===== config.mk =====
export PLATFORM = sky130hd
export DESIGN_NAME = reset_source_combiner
export DESIGN_NICKNAME = d
export VERILOG_FILES = /design/src/common/reset_combiner_pkg.sv /design/src/hw/reset_source_combiner.sv /design/src/hw/por_delay.sv
export SDC_FILE = /design/constraint.sdc
export NUM_CORES = 1
export LEC_CHECK = 0
export BUFFER_PORTS_ARGS = -buffer_cell sky130_fd_sc_hd__buf_4
export CORE_AREA = 2 2 55 57
export CTS_CLUSTER_DIAMETER = 200
export CTS_CLUSTER_SIZE = 40
export DETAILED_ROUTE_END_ITERATION = 10
export DIE_AREA = 0 0 57 59
export PLACE_DENSITY = 0.76
export SKIP_LAST_GASP = 1
export SYNTH_ARGS = -nofsm -noshare
export SYNTH_HDL_FRONTEND = slang
export SYNTH_SLANG_ARGS = --single-unit

===== constraint.sdc =====
create_clock -name clk -period 1.6 [get_ports clk]
set_input_delay 0.24 -clock clk [delete_from_list [all_inputs] [get_ports clk]]
set_output_delay 0.24 -clock clk [all_outputs]
set_load 0.005 [all_outputs]

===== src/common/reset_combiner_pkg.sv =====
package reset_combiner_pkg;

   // ----------------------------------------------------------------
   // Timing counts
   // ----------------------------------------------------------------
   localparam int unsigned POR_WDOSC_CYCLES = 66;
   localparam int unsigned POR_SYSCLK_CYCLES = 16;
   localparam int unsigned CNT_WIDTH = 7;

   // ----------------------------------------------------------------
   // Debug control bit position
   // ----------------------------------------------------------------
   localparam int unsigned DBG_RESET_BIT = 0;

   // ----------------------------------------------------------------
   // Types
   // ----------------------------------------------------------------
   typedef enum logic [1:0] {
      MODE_NORMAL,
      MODE_HALT,
      MODE_STOP
   } op_mode_type;

   typedef struct packed {
      logic supplyLow;
      logic watchdogTimeout;
      logic watchdogResetSel;
      logic resetPin;
      logic debugPin;
   } reset_src_type;

   typedef struct packed {
      logic porFlag;
      logic wdtFlag;
      logic stopFlag;
   } reset_status_type;

endpackage


===== src/hw/reset_source_combiner.sv =====
`timescale 1ns/100ps
// Contract
// - In NORMAL or HALT, power-on or brownout gives full system reset.
// - In NORMAL or HALT, watchdog time-out set for reset gives full reset.
// - In NORMAL or HALT, external reset pin gives full system reset.
// - In STOP, power-on or brownout still gives full system reset.
// - In STOP, external reset pin gives full system reset.
// - In STOP, debug pin driven low gives full system reset.
// - In STOP, watchdog reset time-out starts recovery, sets watchdog and stop flags.
// - After supply release hold 66 oscillator then 16 clock cycles, set power-on flag.
module reset_source_combiner (
   // Clock and reset
   input  wire logic                                  clk,
   input  wire logic                                  reset_n,
   // Reset sources
   input  wire reset_combiner_pkg::reset_src_type     resetSrc,
   input  wire logic                                  oscTick,
   input  wire logic                                  debugResetReq,
   input  wire reset_combiner_pkg::op_mode_type       opMode,
   // Reset outputs
   output logic                                       sysReset,
   output logic                                       debugReset,
   output logic                                       stopRecovery,
   output reset_combiner_pkg::reset_status_type       status
);

   // ----------------------------------------------------------------
   // Pin synchronisers
   // ----------------------------------------------------------------
   reset_combiner_pkg::reset_src_type    srcMeta_r;
   reset_combiner_pkg::reset_src_type    src_r;
   logic                                 oscMeta_r;
   logic                                 osc_r;
   logic                                 oscPrev_r;
   logic                                 oscEdge;

   always_ff @(posedge clk) begin
      if (!reset_n) begin
         srcMeta_r <= '{supplyLow: 1'b1, debugPin: 1'b1, default: 1'b0};
         src_r     <= '{supplyLow: 1'b1, debugPin: 1'b1, default: 1'b0};
         oscMeta_r <= 1'b0;
         osc_r     <= 1'b0;
         oscPrev_r <= 1'b0;
      end else begin
         srcMeta_r <= resetSrc;
         src_r     <= srcMeta_r;
         oscMeta_r <= oscTick;
         osc_r     <= oscMeta_r;
         oscPrev_r <= osc_r;
      end
   end

   assign oscEdge = osc_r & ~oscPrev_r;

   // ----------------------------------------------------------------
   // Power-on delay
   // ----------------------------------------------------------------
   logic porHold;
   logic porDone;

   por_delay por_delay_inst (
      .clk       (clk),
      .reset_n   (reset_n),
      .supplyLow (src_r.supplyLow),
      .oscTick   (oscEdge),
      .porHold   (porHold),
      .porDone   (porDone)
   );

   // ----------------------------------------------------------------
   // Combining
   // ----------------------------------------------------------------
   logic                                  isStop;
   logic                                  wdtReset;
   logic                                  fullReq;
   logic                                  sysReset_nxt;
   logic                                  debugReset_nxt;
   logic                                  stopRecovery_nxt;
   logic                                  wdtPrev_r;
   logic                                  wdtEdge;
   reset_combiner_pkg::reset_status_type  status_nxt;

   assign isStop   = (opMode == reset_combiner_pkg::MODE_STOP);
   assign wdtReset = src_r.watchdogTimeout & src_r.watchdogResetSel;
   assign wdtEdge  = wdtReset & ~wdtPrev_r;

   always_comb begin
      fullReq = porHold | src_r.resetPin;
      if (isStop) begin
         fullReq = fullReq | ~src_r.debugPin;
      end else begin
         fullReq = fullReq | wdtReset;
      end
      debugReset_nxt   = fullReq;
      sysReset_nxt     = fullReq | debugResetReq;
      stopRecovery_nxt = isStop & wdtEdge;
      status_nxt       = status;
      if (porDone) begin
         status_nxt.porFlag = 1'b1;
      end
      if (wdtEdge) begin
         status_nxt.wdtFlag = 1'b1;
         if (isStop) begin
            status_nxt.stopFlag = 1'b1;
         end
      end
   end

   always_ff @(posedge clk) begin
      if (!reset_n) begin
         sysReset     <= 1'b1;
         debugReset   <= 1'b1;
         stopRecovery <= 1'b0;
         wdtPrev_r    <= 1'b0;
         status       <= '0;
      end else begin
         sysReset     <= sysReset_nxt;
         debugReset   <= debugReset_nxt;
         stopRecovery <= stopRecovery_nxt;
         wdtPrev_r    <= wdtReset;
         status       <= status_nxt;
      end
   end

   // ----------------------------------------------------------------
   // Checks
   // ----------------------------------------------------------------
   pin_reset_a: assert property (@(posedge clk) disable iff (!reset_n)
      src_r.resetPin |=> sysReset && debugReset)
      else $error("Reset pin did not reset the system.");

   debug_only_a: assert property (@(posedge clk) disable iff (!reset_n)
      debugResetReq && !fullReq |=> sysReset && !debugReset)
      else $error("Debugger reset handled wrongly.");

   stop_pin_a: assert property (@(posedge clk) disable iff (!reset_n)
      isStop && !src_r.debugPin |=> sysReset)
      else $error("Debug pin low in stop did not reset.");

   wdt_normal_a: assert property (@(posedge clk) disable iff (!reset_n)
      !isStop && wdtReset |=> sysReset)
      else $error("Watchdog reset missing.");

   wdt_stop_a: assert property (@(posedge clk) disable iff (!reset_n)
      isStop && wdtEdge |=> stopRecovery && status.wdtFlag && status.stopFlag)
      else $error("Stop recovery not started.");

   supply_hold_a: assert property (@(posedge clk) disable iff (!reset_n)
      src_r.supplyLow |=> ##1 sysReset)
      else $error("Supply low did not hold reset.");

   por_flag_a: assert property (@(posedge clk) disable iff (!reset_n)
      porDone |=> status.porFlag && (!sysReset || $past(fullReq || debugResetReq)))
      else $error("Power-on flag not set at release.");

   stop_supply_a: assert property (@(posedge clk) disable iff (!reset_n)
      isStop && porHold |=> sysReset)
      else $error("Supply reset lost in stop.");

   combine_a: assert property (@(posedge clk) disable iff (!reset_n)
      !fullReq && !debugResetReq |=> !sysReset)
      else $error("System reset without a source.");

   stop_wdt_noreset_a: assert property (@(posedge clk) disable iff (!reset_n)
      isStop && wdtReset && !porHold && !src_r.resetPin && src_r.debugPin
      && !debugResetReq |=> !sysReset)
      else $error("Watchdog in stop reset the system.");

   recovery_pulse_a: assert property (@(posedge clk) disable iff (!reset_n)
      stopRecovery |=> !stopRecovery)
      else $error("Stop recovery longer than one cycle.");

   stop_pin_rst_a: assert property (@(posedge clk) disable iff (!reset_n)
      isStop && src_r.resetPin |=> sysReset && debugReset)
      else $error("Reset pin in stop did not reset.");

   debug_excl_a: assert property (@(posedge clk) disable iff (!reset_n)
      !fullReq |=> !debugReset)
      else $error("Debug logic reset by the debugger source.");

   por_release_a: assert property (@(posedge clk) disable iff (!reset_n)
      $fell(porHold) |-> porDone)
      else $error("Power-on hold ended without done.");

endmodule // reset_source_combiner


===== src/hw/por_delay.sv =====
`timescale 1ns/100ps
module por_delay #(
   parameter int unsigned OSC_CYCLES = reset_combiner_pkg::POR_WDOSC_CYCLES,
   parameter int unsigned CLK_CYCLES = reset_combiner_pkg::POR_SYSCLK_CYCLES
) (
   // Clock and reset
   input  wire logic clk,
   input  wire logic reset_n,
   // Control
   input  wire logic supplyLow,
   input  wire logic oscTick,
   // Status
   output logic      porHold,
   output logic      porDone
);

   typedef enum logic [1:0] {S_HOLD, S_OSC, S_CLK, S_RUN} por_state_type;

   localparam int unsigned CNT_WIDTH = reset_combiner_pkg::CNT_WIDTH;

   por_state_type                                state_r;
   por_state_type                                state_nxt;
   logic [reset_combiner_pkg::CNT_WIDTH-1:0]     count_r;
   logic [reset_combiner_pkg::CNT_WIDTH-1:0]     count_nxt;
   logic                                         done_nxt;

   always_comb begin
      state_nxt = state_r;
      count_nxt = count_r;
      done_nxt  = 1'b0;
      if (supplyLow) begin
         state_nxt = S_HOLD;
         count_nxt = '0;
      end else begin
         unique case (state_r)
            S_HOLD: begin
               state_nxt = S_OSC;
               count_nxt = '0;
            end
            S_OSC: begin
               if (oscTick) begin
                  if (count_r == CNT_WIDTH'(OSC_CYCLES - 1)) begin
                     state_nxt = S_CLK;
                     count_nxt = '0;
                  end else begin
                     count_nxt = count_r + CNT_WIDTH'(1);
                  end
               end
            end
            S_CLK: begin
               if (count_r == CNT_WIDTH'(CLK_CYCLES - 1)) begin
                  state_nxt = S_RUN;
                  done_nxt  = 1'b1;
               end else begin
                  count_nxt = count_r + CNT_WIDTH'(1);
               end
            end
            S_RUN: begin
               state_nxt = S_RUN;
            end
         endcase
      end
   end

   always_ff @(posedge clk) begin
      if (!reset_n) begin
         state_r <= S_HOLD;
         count_r <= '0;
         porDone <= 1'b0;
      end else begin
         state_r <= state_nxt;
         count_r <= count_nxt;
         porDone <= done_nxt;
      end
   end

   assign porHold = (state_r != S_RUN);

endmodule // por_delay


Yosys cells after proc, flatten, opt, wreduce, memory -nomap -nowiden. Index checks and enable logic that the tools add are counted.

$add $sub $neg: 1. Equal/unequal tests: 11. Multiplexer cells: 10. Bitwise gates (word level): 13. Reduce and logical (&&, ||, !) cells: 7.

Operator list (count): 2-to-1 mux 7 bit (3); case mux 7 bit (3 select lines) (1); case mux 2 bit (4 select lines) (1); adder 7 x 1 -> 7 bit (second input constant) (1); == test 7 x 4 -> 1 bit (second input constant) (1); == test 7 bit (second input constant) (1); == test 2 bit (second input constant) (3); 2-to-1 mux 2 bit (3); inequality test 2 bit (second input constant) (3); AND reduction 3 bit (2); inverter 1 bit (5); AND 1 bit (4); inequality test 2 x 1 -> 1 bit (second input constant) (2); OR 1 bit (4); nonzero test 3 bit (1); OR reduction 3 bit (1); == test 2 x 1 -> 1 bit (second input constant) (1); zero test 2 bit (1); 2-to-1 mux 1 bit (2); AND reduction 2 bit (1); OR reduction 2 bit (1).

Register bits after elaboration: 30. Input bits: 11. Output and inout port bits: 6. Logic and storage cells: 65.

Logic depth before layout (Yosys ltp). Gate-level depths: netlist of run 1.

Depth after elaboration: 5. Mapped depth: 6. Mapped depth without buffers: 6.

Cells and area by module. A second synthesis of run 1 with hierarchy kept.

Cells, all modules: 128. Area, all modules: 1290.0 µm².

By module, submodules not included: por_delay (times used 1, cells an instance 77, area each 680.7 µm², sequential area each 200.2 µm²); reset_source_combiner (times used 1, cells an instance 51, area each 609.3 µm², sequential area each 400.4 µm²).

Worst setup path before layout of run 1. OpenSTA, ideal clock, no wires.

Path type: register to register. Start point: reg por_delay_inst.state_r[0]. End point: reg por_delay_inst.count_r[2] (netlist name). Library setup time: 0.116 ns. Arrival time: 1.536 ns. Required time: 1.484 ns. Slack: -0.051 ns. Cell stages (with the launch flop): 7. Buffers on the path: 0. Period minus slack after synthesis: 1.651 ns. Cell sequence: dfxtp_1 inv_1 ha_1 nor4b_4 a221oi_4 o32ai_1 a31o_1.

Word-level cells in the longest chain between the ends: 3. Elaborated cells on any way between the ends: 8. Those cells by class: eq/ne (4); mux (1); reduce/logical (3).

Ends and longest elaborated chain: start, declared (RTL line por_delay.sv:21) `por_state_type state_r;`; start signal, assigned (RTL line por_delay.sv:71) `state_r <= state_nxt;`; == test 2 bit, or another cell as far along (RTL line por_delay.sv:35) `unique case (state_r)`; inequality test 2 bit (no source line) or nonzero test 3 bit (tied branches); AND reduction 3 bit (no source line); end signal, assigned (RTL line por_delay.sv:72) `count_r <= count_nxt;`; end, declared (RTL line por_delay.sv:23) `logic [reset_combiner_pkg::CNT_WIDTH-1:0] count_r;`.

Several ways; a longest one is shown, not always the timed one. A chain may end at the register's enable or synchronous reset.

Worst setup path after layout of run 1.
Start point: reg por_delay_inst.state_r[0]. End point: reg por_delay_inst.count_r[6] (netlist name).

Same word-level chain as after synthesis.

==> results of run 1 <==
-- synth_stat cells, drive strengths merged (3+ instances only) --
library cell	n	share of area (%)
nand2b	7	3.4
nor2	5	1.4
and3	6	3.4
ha	8	7.7
dfxtp	30	46
o21ai	3	1.2
nand2	9	2.8
inv	5	1.4
nand3	7	2.7
and2	10	4.8
-- worst reg2reg max path: stages (launching register included) --
cell and delay (ns):
dfxtp_2 0.33, inv_2 0.08, ha_4 0.14, nor4b_4 0.28, a221oi_4 0.11, buf_6 0.15
and2_4 0.14, a211o_1 0.25
-- timing repair --
action / in CTS / in global routing
endpoints found under the setup margin: 9 / 9
hold endpoints to repair: 0 / 0
pin swaps: 2 / 9
gates resized for setup: 8 / 12
setup buffers: 2 / 3
-- registers in the layout (all words and copies together), names as in the netlist, 2 cells and up --
register and count:
por_delay_inst.count_r 7, status 3, src_r 5, por_delay_inst.state_r 2, srcMeta_r 5
-- logic make-up (layout without fill, tap and decap cells) --
group           Yosys count  count (layout)
compound gates           23              23
simple gates             54              54
flops                    30              30
fa+ha+maj                 8               8
mux                       1               1
buf+inv                   9              41
-- report_power, final --
part / total [W] / internal [W] / switching (W)
Combinational: 0.0000604 / 0.0000352 / 0.0000251
Sequential: 0.000766 / 0.000761 / 0.00000483
Clock: 0.000468 / 0.000211 / 0.000257
Total: 0.00129 / 0.00101 / 0.000287
-- layout make-up --
| cell class | count | area (µm²) | area share [%] |
|---|---|---|---|
| Multi-Input combinational cell | 86 | 713 | 43.0 |
| Sequential cell | 30 | 609 | 36.8 |
| Clock buffer | 6 | 51.3 | 3.09 |
| Tap cell | 31 | 38.8 | 2.34 |
| Timing Repair Buffer | 28 | 214 | 12.9 |
| Clock inverter | 2 | 12.5 | 0.755 |
| Inverter | 5 | 18.8 | 1.13 |
-- how the worst min path moves through the flow --
stage | end | slack, ns | cells past startpoint
floorplan | srcMeta_r[0]$_SDFF_PN1_ | 0.34 | 1
global placement | src_r[0]$_SDFF_PN1_ | 0.39 | 1
detailed placement | src_r[0]$_SDFF_PN1_ | 0.40 | 1
CTS | srcMeta_r[4]$_SDFF_PN1_ | 0.08 | 2
global route | srcMeta_r[4]$_SDFF_PN1_ | 0.08 | 2
finish | srcMeta_r[0]$_SDFF_PN1_ | 0.10 | 2
-- metal layers --
layer / global-route usage [%] / share of wire [%] / routed length [µm]
met5: 0 / 0 / 0
met4: 8.64 / 0.70 / 18
met3: 6.11 / 3.3 / 86
met2: 30.0 / 55 / 1410
met1: 18.0 / 41 / 1060
-- stage by stage --
| step | instance area (µm²) | util, % | instances |
|---|---|---|---|
| after detailed placement | 1500 | 55.3 | 176 |
| final | 1660 | 61.2 | 188 |
| after floorplan | 1300 | - | 125 |
| after global routing | 1660 | 61.2 | 188 |
| after CTS | 1610 | 59.4 | 186 |
| after global placement | 1500 | 55.3 | 176 |
==> run_results.csv, run 1 <==
group,metric,value,unit
synthesis,synth_flop_cell,"dfxtp_1",
route,firstDrtPassIters,4,
synthesis,yosys.area_share.simple,26.0,%
synthesis,syn_nets,144,
synthesis,syn_area_per_cell,10.4,µm²
finish,final_common_cell,"buf_4",
synthesis,ys_seq_elements,30,
sta,slew_headroom,74.4,%
clocking,numCtsBuffers,5,
sta,finClkSkew,0.00411,ns
critical_path,cp-end-kind,"flip-flop",
clocking,clkLatencyLatePin,0.32,ns
clocking,clk_pin_slew,0.10,ns
die,die_y,59,µm
die,core,2710,µm²
power,power_leakage,0.685,nW
global_route,grt_pass1_wl,4.28,mm
clocking,hold_buffers,0,
route,drt-initial-drc-count,37,
power,power.density,780,nW/µm²
critical_path,critPathCapture,"por_delay_inst.count_r[6]$_SDFFE_PP0P_",
global_route,grt_usage,17.0,%
critical_path,cp_top_family,"simple AND/OR/NAND/NOR gates",
place,dp_slack,-0.0542,ns
route,wl_per_cell,13.7,µm
sta,period_needed,1.60,ns
run_status,status,"complete, but fails checks",
power,p_total,0.00129,W
synthesis,synth_fa_ha_area_share,7.69,%
global_route,overflow,0,
synthesis,synth-edff-count,0,
route,finalWirelength,2.57,mm
run_status,violations,"setup timing",
clocking,cts-root-buf,"clkbuf_4",
finish,area_growth,27.4,%
critical_path,crit_type,"reg2reg",
synthesis,ys_seq_area_share,46.2,%
critical_path,crit_chain,"inv_2, ha_4, nor4b_4, a221oi_4, buf_6, and2_4, a211o_1",
synthesis,netlist_area,1300,µm²
sta,setup_ws,-0.00340,ns
die,ioPinCount,17,
synthesis,synthMuxAreaShare,0.769,%
route,dr_total_vias,1028,
power,ir_drop,913,µV
critical_path,reg2reg_depth,7,
global_route,antenna_found_initial,0,
finish,antenna_cells,0,
sta,timing.hold.ws,0.100,ns
route,routed_via_density,5.47,
hold_path,hold_class,"in2reg",
die,rows,19,
sta,fmax,0.624,GHz
synthesis,synth_top_family_by_area,"simple AND/OR/NAND/NOR gates",
synthesis,synth_cell_types,40,
run,maxCapViolations,0,
critical_path,path_max_fanout,8,
critical_path,crit_path_start,"por_delay_inst.state_r[0]$_SDFFE_PP0P_",
clocking,htreeDepth,2,
critical_path,regToRegStartpoint,"por_delay_inst.state_r[0]$_SDFFE_PP0P_",
die,fp.dieArea,3360,µm²
global_route,grt_pass1_vias,990,
die,initial_core_util,48.0,%
synthesis,synth_xor_area_share,0,%
sta,period_share,100,%
synthesis,synthCells,125,
sta,tns,-0.00340,ns
finish,layout_common_cells,"buf_4, dfxtp_1, and2_1, nand2_1",
critical_path,r2r-end,"por_delay_inst.count_r[6]$_SDFFE_PP0P_",
place,dpl.hpwl,1.90,mm
finish,drive_gt1_share,38.9,%
critical_path,slowest_stage,"dfxtp_2",
clocking,cts_tree,"built",
hold_path,min_from,"resetSrc[0]",
critical_path,rrSetupSlack,-0.003,ns
sta,grt_setup_unrepaired,"yes",
sta,finalSetupViolCount,1,
global_route,grt_max_degree,21,
synthesis,synth-compound-area-share,16.2,%
sta,hold_viol,0,
finish,layout.nets,175,
place,gp_congestion,0.779,
clocking,cts_buffer_depth,2,
die,die_x,57,µm
critical_path,cp.arrival,1.81,ns
critical_path,worst-path-buf-inv,2,
clocking,cts_sinks,30,
sta,worst_pin_slew,0.384,ns
critical_path,slowest_delay,0.33,ns
critical_path,crit_required,1.81,ns
synthesis,synth.yosys.warnings,0,
finish,fillers,256,
synthesis,ys_async_sr_fraction,0,%
critical_path,cp_num_cells,7,
sta,finalMaxSlewViolations,0,
route,drc_errors,0,
route,ant_nets,0,
critical_path,crit_path_start_kind,"flip-flop",
place,portBuffers,16,
No activity file was read; power rests on OpenSTA's default activity.
==> inputs of run 2 (changes only) <==
--- a/config.mk
+++ b/config.mk
@@ -6,13 +6,15 @@
 export NUM_CORES = 1
 export LEC_CHECK = 0
 export BUFFER_PORTS_ARGS = -buffer_cell sky130_fd_sc_hd__buf_4
-export CORE_AREA = 2 2 55 57
+export CORE_AREA = 2 2 54 56
 export CTS_CLUSTER_DIAMETER = 200
 export CTS_CLUSTER_SIZE = 40
 export DETAILED_ROUTE_END_ITERATION = 10
-export DIE_AREA = 0 0 57 59
-export PLACE_DENSITY = 0.76
+export DIE_AREA = 0 0 56 58
+export PLACE_DENSITY = 0.78
 export SKIP_LAST_GASP = 1
 export SYNTH_ARGS = -nofsm -noshare
 export SYNTH_HDL_FRONTEND = slang
+export SYNTH_HIERARCHICAL = 1
 export SYNTH_SLANG_ARGS = --single-unit
+export TNS_END_PERCENT = 10
==> run 2 against run 1 <==
  * The run still ends with setup timing left
  * Via count increased by 2.3%
  * Wire length decreased by 1.3%
  * First-iteration DRC count decreased by 59%
  * Design area increased by 5.6%
  * Hold slack got worse by 0.0024 ns
  * Clock power decreased by 9.6%
  * Flip-flop and latch count unchanged
  * Total power decreased by 2.6%
  * Clock skew increased by 0.0031 ns
  * Fmax decreased by 6.8%
  * Largest cell class unchanged
==> run_results.csv, run 2 <==
group,metric,value,unit
run_status,status,"complete, but fails checks",
run_status,violations,"setup timing",
global_route,overflow,0,
die,die_y,58,µm
sta,finalMaxSlewViolations,0,
clocking,clk_pin_slew,0.08,ns
global_route,grtUsageMet2,31.1,%
clocking,cts_buffer_depth,2,
clocking,cts-root-buf,"clkbuf_4",
finish,drive_gt1_share,41.1,%
die,ioPinCount,17,
die,fp.dieArea,3250,µm²
route,ant_nets,0,
place,placedCellCount,191,
clocking,hold_buffers,0,
sta,period_needed,1.72,ns
place,gp_congestion,0.851,
place,dpl.hpwl,1.82,mm
route,firstDrtPassIters,4,
synthesis,synth_area_leader_cell,"dfxtp_1",
sta,grt_setup_unrepaired,"yes",
route,wl_per_cell,12.7,µm
die,rows,19,
hold_path,whs_path_depth,2,
synthesis,synth_top_family_by_area,"simple AND/OR/NAND/NOR gates",
synthesis,netlist_area,1290,µm²
synthesis,synth_most_common_cell,"dfxtp_1",
route,finalWirelength,2.54,mm
route,drt-initial-drc-count,15,
clocking,cts_tree,"built",
die,core,2660,µm²
synthesis,yosys.area_share.simple,25.6,%
global_route,antenna_found_initial,0,
synthesis,syn_nets,147,
route,dr_total_vias,1052,
global_route,grt_usage,17.6,%
sta,worst_pin_slew,0.269,ns
finish,layout.nets,188,
power,clkPwrFrac,33.6,%
synthesis,ys_seq_area_share,46.6,%
clocking,clkLatencyLatePin,0.32,ns
synthesis,synth_xor_area_share,0,%
clocking,cts_sinks,30,
finish,fillers,220,
critical_path,cp.arrival,1.96,ns
critical_path,reg2reg_depth,6,
sta,finalSetupViolCount,9,
global_route,grt_max_degree,23,
power,p_total,0.00126,W
finish,layout_common_cells,"buf_4, dfxtp_1, nand2_1, and2_1, nor2_1",
run,maxCapViolations,0,
hold_path,hold_class,"in2reg",
global_route,use_met1,18.3,%
critical_path,cp-end-kind,"flip-flop",
synthesis,ys_seq_elements,30,
power,switching_share,20.8,%
sta,finClkSkew,0.00716,ns
sta,period_share,108,%
sta,setup_ws,-0.120,ns
synthesis,synth_fa_ha_area_share,7.76,%
sta,fmax,0.581,GHz
synthesis,synth-edff-count,0,
power,power.density,720,nW/µm²
finish,area_growth,35.7,%
die,initial_core_util,48.4,%
finish,largest_reg_flops,7,
critical_path,crit_type,"reg2reg",
synthesis,synth_top_area_share,46.6,%
power,power_leakage,0.703,nW
global_route,grt_pass1_wl,4.35,mm
synthesis,synth_cell_types,38,
power,ir_drop,664,µV
synthesis,synthCells,128,
finish,regMostFlops,"por_delay_inst/count_r",
finish,biggestRegsByFlops,"por_delay_inst/count_r x7, srcMeta_r x5, src_r x5",
synthesis,synth.yosys.warnings,6,
sta,slew_headroom,82.0,%
critical_path,crit_path_start_kind,"flip-flop",
power,combPwrFrac,5.8,%
synthesis,synth-compound-area-share,17.1,%
synthesis,ys_top_cells_by_area,"dfxtp_1, ha_1, and2_1",
synthesis,synth_flop_cell,"dfxtp_1",
finish,antenna_cells,0,
synthesis,synthMuxAreaShare,0,%
die,die_x,56,µm
critical_path,path_max_fanout,4,
synthesis,ys_async_sr_fraction,0,%
synthesis,netlist_top_cells_count,"dfxtp_1, ha_1, inv_1, nand2_1",
global_route,grt_pass1_vias,1063,
sta,hold_viol,0,
synthesis,syn_area_per_cell,10.1,µm²
clocking,htreeDepth,2,
power,seq_power_share,60.7,%
place,portBuffers,16,
route,drc_errors,0,
global_route,grtUsageMet3,7.81,%
finish,layoutNonFillerInstCount,199,
route,routed_via_density,5.29,
power,p_switching,0.000261,W
global_route,grt-busiest-layer,"met2",
finish,final_common_cell,"buf_4",
critical_path,crit_required,1.84,ns
power,internal_power,0.000998,W
clocking,numCtsBuffers,5,
==> run 2: cell count changes after synthesis, moves of 3 or more <==
cell | previous run | this run
nor3_1 | 1 | 4
a21oi_1 | 0 | 6
and3_1 | 4 | 0
and2_1 | 10 | 7
inv_1 | 5 | 8
nand2b_1 | 7 | 1
or3_1 | 0 | 3
or2b_1 | 0 | 5
nor2b_1 | 0 | 3
nand3_1 | 7 | 3
and2_2 | 0 | 3
==> run 2: area by class of cell <==
type	instances	area, µm²	area share, %
Inverter	8	30.0	1.72
Clock buffer	6	51.3	2.93
Timing Repair Buffer	36	274	15.7
Sequential cell	30	611	34.9
Multi-Input combinational cell	88	746	42.6
Tap cell	31	38.8	2.22
==> run 2: metrics by stage <==
stage	setup slack, ns	hold WS [ns]	setup TNS [ns]	utilization (%)	cell area, µm²
after floorplan	-0.0694	0.336	-0.179	-	1310
after global placement	-0.0388	0.390	-0.160	60.1	1600
after detailed placement	-0.111	0.396	-0.614	60.1	1600
after CTS	-0.0866	0.0816	-0.691	62.3	1660
after global routing	-0.180	0.0731	-1.27	65.7	1750
final	-0.120	0.0977	-0.719	65.7	1750
==> run 2: power groups by stage <==
stage | Clock [W] | Combinational (W) | Sequential [W]
floorplan | 0 | 0.0000352 | 0.000784
global placement | 0 | 0.0000670 | 0.000784
detailed placement | 0 | 0.0000697 | 0.000785
CTS | 0.000439 | 0.0000705 | 0.000766
global route | 0.000472 | 0.0000807 | 0.000766
finish | 0.000423 | 0.0000730 | 0.000764
==> run 2: per-layer routing <==
metal  wire (µm)  vias up
met4          48        0
met1        1020      500
li1            -      529
met2        1360       16
met3         110        7
met5           0        -
==> run 2: cell families (layout without fill, tap and decap cells) <==
group,after synthesis,in the layout
compound gates,27,27
fa+ha+maj,8,8
flops,30,30
buf+inv,10,50
simple gates,53,53
==> run 2: final timing paths <==
check	end	slack, ns	startpoint
setup reg to reg	por_delay_inst/state_r[1]$_SDFFE_PP0P_	-0.12	por_delay_inst/count_r[1]$_SDFFE_PP0P_
hold reg to reg	src_r[0]$_SDFF_PN1_	0.40	srcMeta_r[0]$_SDFF_PN1_
hold / removal	srcMeta_r[0]$_SDFF_PN1_	0.1	resetSrc[0]
setup / recovery	por_delay_inst/state_r[1]$_SDFFE_PP0P_	-0.12	por_delay_inst/count_r[1]$_SDFFE_PP0P_
==> run 2: repair_timing <==
item                                    CTS  global route
pin swaps                                 1             4
resized for setup                         2            17
setup buffers                             0             2
endpoints found under the setup margin    9             9
==> run 2: worst max-delay path, stage by stage (launching register included) <==
cell and delay, ns:
dfxtp_2 0.33, inv_2 0.05, ha_4 0.13, nand4bb_4 0.12, o41a_1 0.45, or3_4 0.42, a21oi_2 0.14
==> inputs of run 3 (changes only) <==
--- a/config.mk
+++ b/config.mk
@@ -12,6 +12,7 @@
 export DETAILED_ROUTE_END_ITERATION = 10
 export DIE_AREA = 0 0 56 58
 export PLACE_DENSITY = 0.78
+export RECOVER_POWER = 50
 export SKIP_LAST_GASP = 1
 export SYNTH_ARGS = -nofsm -noshare
 export SYNTH_HDL_FRONTEND = slang
==> run 3 against run 2 <==
  * Die area stayed put
  * Wire length hardly changed
  * Register-to-register slack hardly changed
  * Design area stayed put
  * Clock skew stayed put
  * Highest routed layer unchanged
  * The run still ends with setup timing left
  * Global-route usage stayed put
  * First-iteration DRC count stayed put
  * Via count stayed put
  * Critical path depth stayed put
  * Fmax stayed put
  * Worst setup slack hardly changed
  * Largest power group unchanged
==> run_results.csv, run 3 (synthesis results as in run 2) <==
group,metric,value,unit
hold_path,whs_path_depth,2,
route,wl_per_cell,12.7,µm
die,core,2660,µm²
place,gp_congestion,0.851,
sta,period_needed,1.72,ns
critical_path,crit_path_start_kind,"flip-flop",
finish,biggestRegsByFlops,"por_delay_inst/count_r x7, srcMeta_r x5, src_r x5",
hold_path,min_to,"srcMeta_r[0]$_SDFF_PN1_",
critical_path,reg2reg_depth,6,
global_route,grt_usage,17.6,%
critical_path,crit_chain,"inv_2, ha_4, nand4bb_4, o41a_1, or3_4, a21oi_2",
clocking,clkLatencyLatePin,0.32,ns
die,die_y,58,µm
clocking,cts_buffer_depth,2,
run_status,status,"complete, but fails checks",
die,fp.dieArea,3250,µm²
finish,finish.instance_area,1750,µm²
route,dr_total_vias,1052,
clocking,clk_pin_slew,0.08,ns
clocking,numCtsBuffers,5,
sta,finalMaxSlewViolations,0,
sta,worst_pin_slew,0.269,ns
global_route,grt_pass1_vias,1063,
place,portBuffers,16,
global_route,grt_max_degree,23,
clocking,htreeDepth,2,
hold_path,hold_class,"in2reg",
critical_path,cp-end-kind,"flip-flop",
sta,setup_ws,-0.120,ns
critical_path,path_max_fanout,4,
critical_path,cp.arrival,1.96,ns
finish,largest_reg_flops,7,
route,drc_errors,0,
finish,area_growth,35.7,%
run,maxCapViolations,0,
critical_path,regToRegStartpoint,"por_delay_inst/count_r[1]$_SDFFE_PP0P_",
place,dp_slack,-0.111,ns
power,power.density,720,nW/µm²
sta,grt_setup_unrepaired,"yes",
die,die_x,56,µm
power,ir_drop,664,µV
critical_path,crit_required,1.84,ns
place,dpl_cell_area,1600,µm²
critical_path,slowest_stage,"o41a_1",
route,drt-initial-drc-count,15,
finish,drive_gt1_share,41.1,%
route,ant_nets,0,
finish,final_common_cell,"buf_4",
die,ioPinCount,17,
clocking,hold_buffers,0,
global_route,grt_pass1_wl,4.35,mm
sta,finalSetupViolCount,9,
global_route,antenna_found_initial,0,
clocking,cts_sinks,30,
die,initial_core_util,48.4,%
finish,fillers,220,
finish,antenna_cells,0,
route,routed_via_density,5.29,
clocking,cts-root-buf,"clkbuf_4",
sta,slew_headroom,82.0,%
critical_path,rrSetupSlack,-0.12,ns
die,rows,19,
critical_path,slowest_delay,0.45,ns
clocking,cts_tree,"built",
place,dpl.hpwl,1.82,mm
sta,finClkSkew,0.00716,ns
global_route,overflow,0,
route,firstDrtPassIters,4,
sta,period_share,108,%
power,power_leakage,0.703,nW
finish,regMostFlops,"por_delay_inst/count_r",
finish,layout_common_cells,"buf_4, dfxtp_1, nand2_1, and2_1, nor2_1",
finish,layout.nets,188,
route,finalWirelength,2.54,mm
hold_path,min_from,"resetSrc[0]",
critical_path,crit_type,"reg2reg",
run_status,violations,"setup timing",
sta,fmax,0.581,GHz
sta,hold_viol,0,
critical_path,r2r-end,"por_delay_inst/state_r[1]$_SDFFE_PP0P_",
## run 3: cell type report
type	instances	area (µm²)	area share, %
tap	31	38.8	2.22
multi-input combinational	88	746	42.6
clock buffer	6	51.3	2.93
inverter	8	30.0	1.72
sequential	30	611	34.9
timing repair buffer	36	274	15.7
## run 3: routing by layer
layer	global-route usage, %	routed length [µm]	vias to the layer above
li1	-	-	529
met1	18.3	1010	500
met2	31.1	1360	16
met3	7.81	110	7
met4	7.48	48	0
met5	0	0	-
## run 3: where the power goes
group | internal, W | leakage (nW) | switching, W
Clock | 0.000197 | 0.0302 | 0.000225
Combinational | 0.0000422 | 0.425 | 0.0000308
Sequential | 0.000759 | 0.247 | 0.00000539
## run 3: critical path: cells and delay by family, from the launching register on
family                   cells  cell delay (ns)
AO/OA/AOI/OAI                2             0.59
adder cells (fa/ha/maj)      1             0.13
buffers and inverters        1             0.05
flip-flops                   1             0.33
AND/OR/NAND/NOR              2             0.54
## run 3: through the flow
stage	cells	TNS (ns)	util (%)	hold WS, ns	power (W)
6_report	199	-0.719	65.7	0.0977	0.00126
5_1_grt	199	-1.27	65.7	0.0731	0.00132
4_1_cts	197	-0.691	62.3	0.0816	0.00128
3_5_place_dp	191	-0.614	60.1	0.396	0.000855
3_3_place_gp	191	-0.160	60.1	0.390	0.000851
2_1_floorplan	128	-0.179	-	0.336	0.000820
## run 3: timing repair
| action | in CTS | in global routing |
|---|---|---|
| pin swaps | 1 | 4 |
| setup endpoints to repair | 9 | 9 |
| hold endpoints to repair | 0 | 0 |
| gates resized for setup | 2 | 17 |
| buffers inserted | 0 | 2 |
| gates cloned | 0 | 0 |
## run 3: worst max-delay path by stage
stage	startpoint	end	depth (start not counted)
CTS	por_delay_inst/count_r[1]$_SDFFE_PP0P_	por_delay_inst/state_r[0]$_SDFFE_PP0P_	6
floorplan	por_delay_inst/state_r[0]$_SDFFE_PP0P_	por_delay_inst/count_r[4]$_SDFFE_PP0P_	6
finish	por_delay_inst/count_r[1]$_SDFFE_PP0P_	por_delay_inst/state_r[1]$_SDFFE_PP0P_	6
global route	por_delay_inst/count_r[0]$_SDFFE_PP0P_	por_delay_inst/state_r[1]$_SDFFE_PP0P_	5
detailed placement	por_delay_inst/state_r[1]$_SDFFE_PP0P_	por_delay_inst/count_r[6]$_SDFFE_PP0P_	5
global placement	por_delay_inst/state_r[0]$_SDFFE_PP0P_	por_delay_inst/count_r[5]$_SDFFE_PP0P_	6
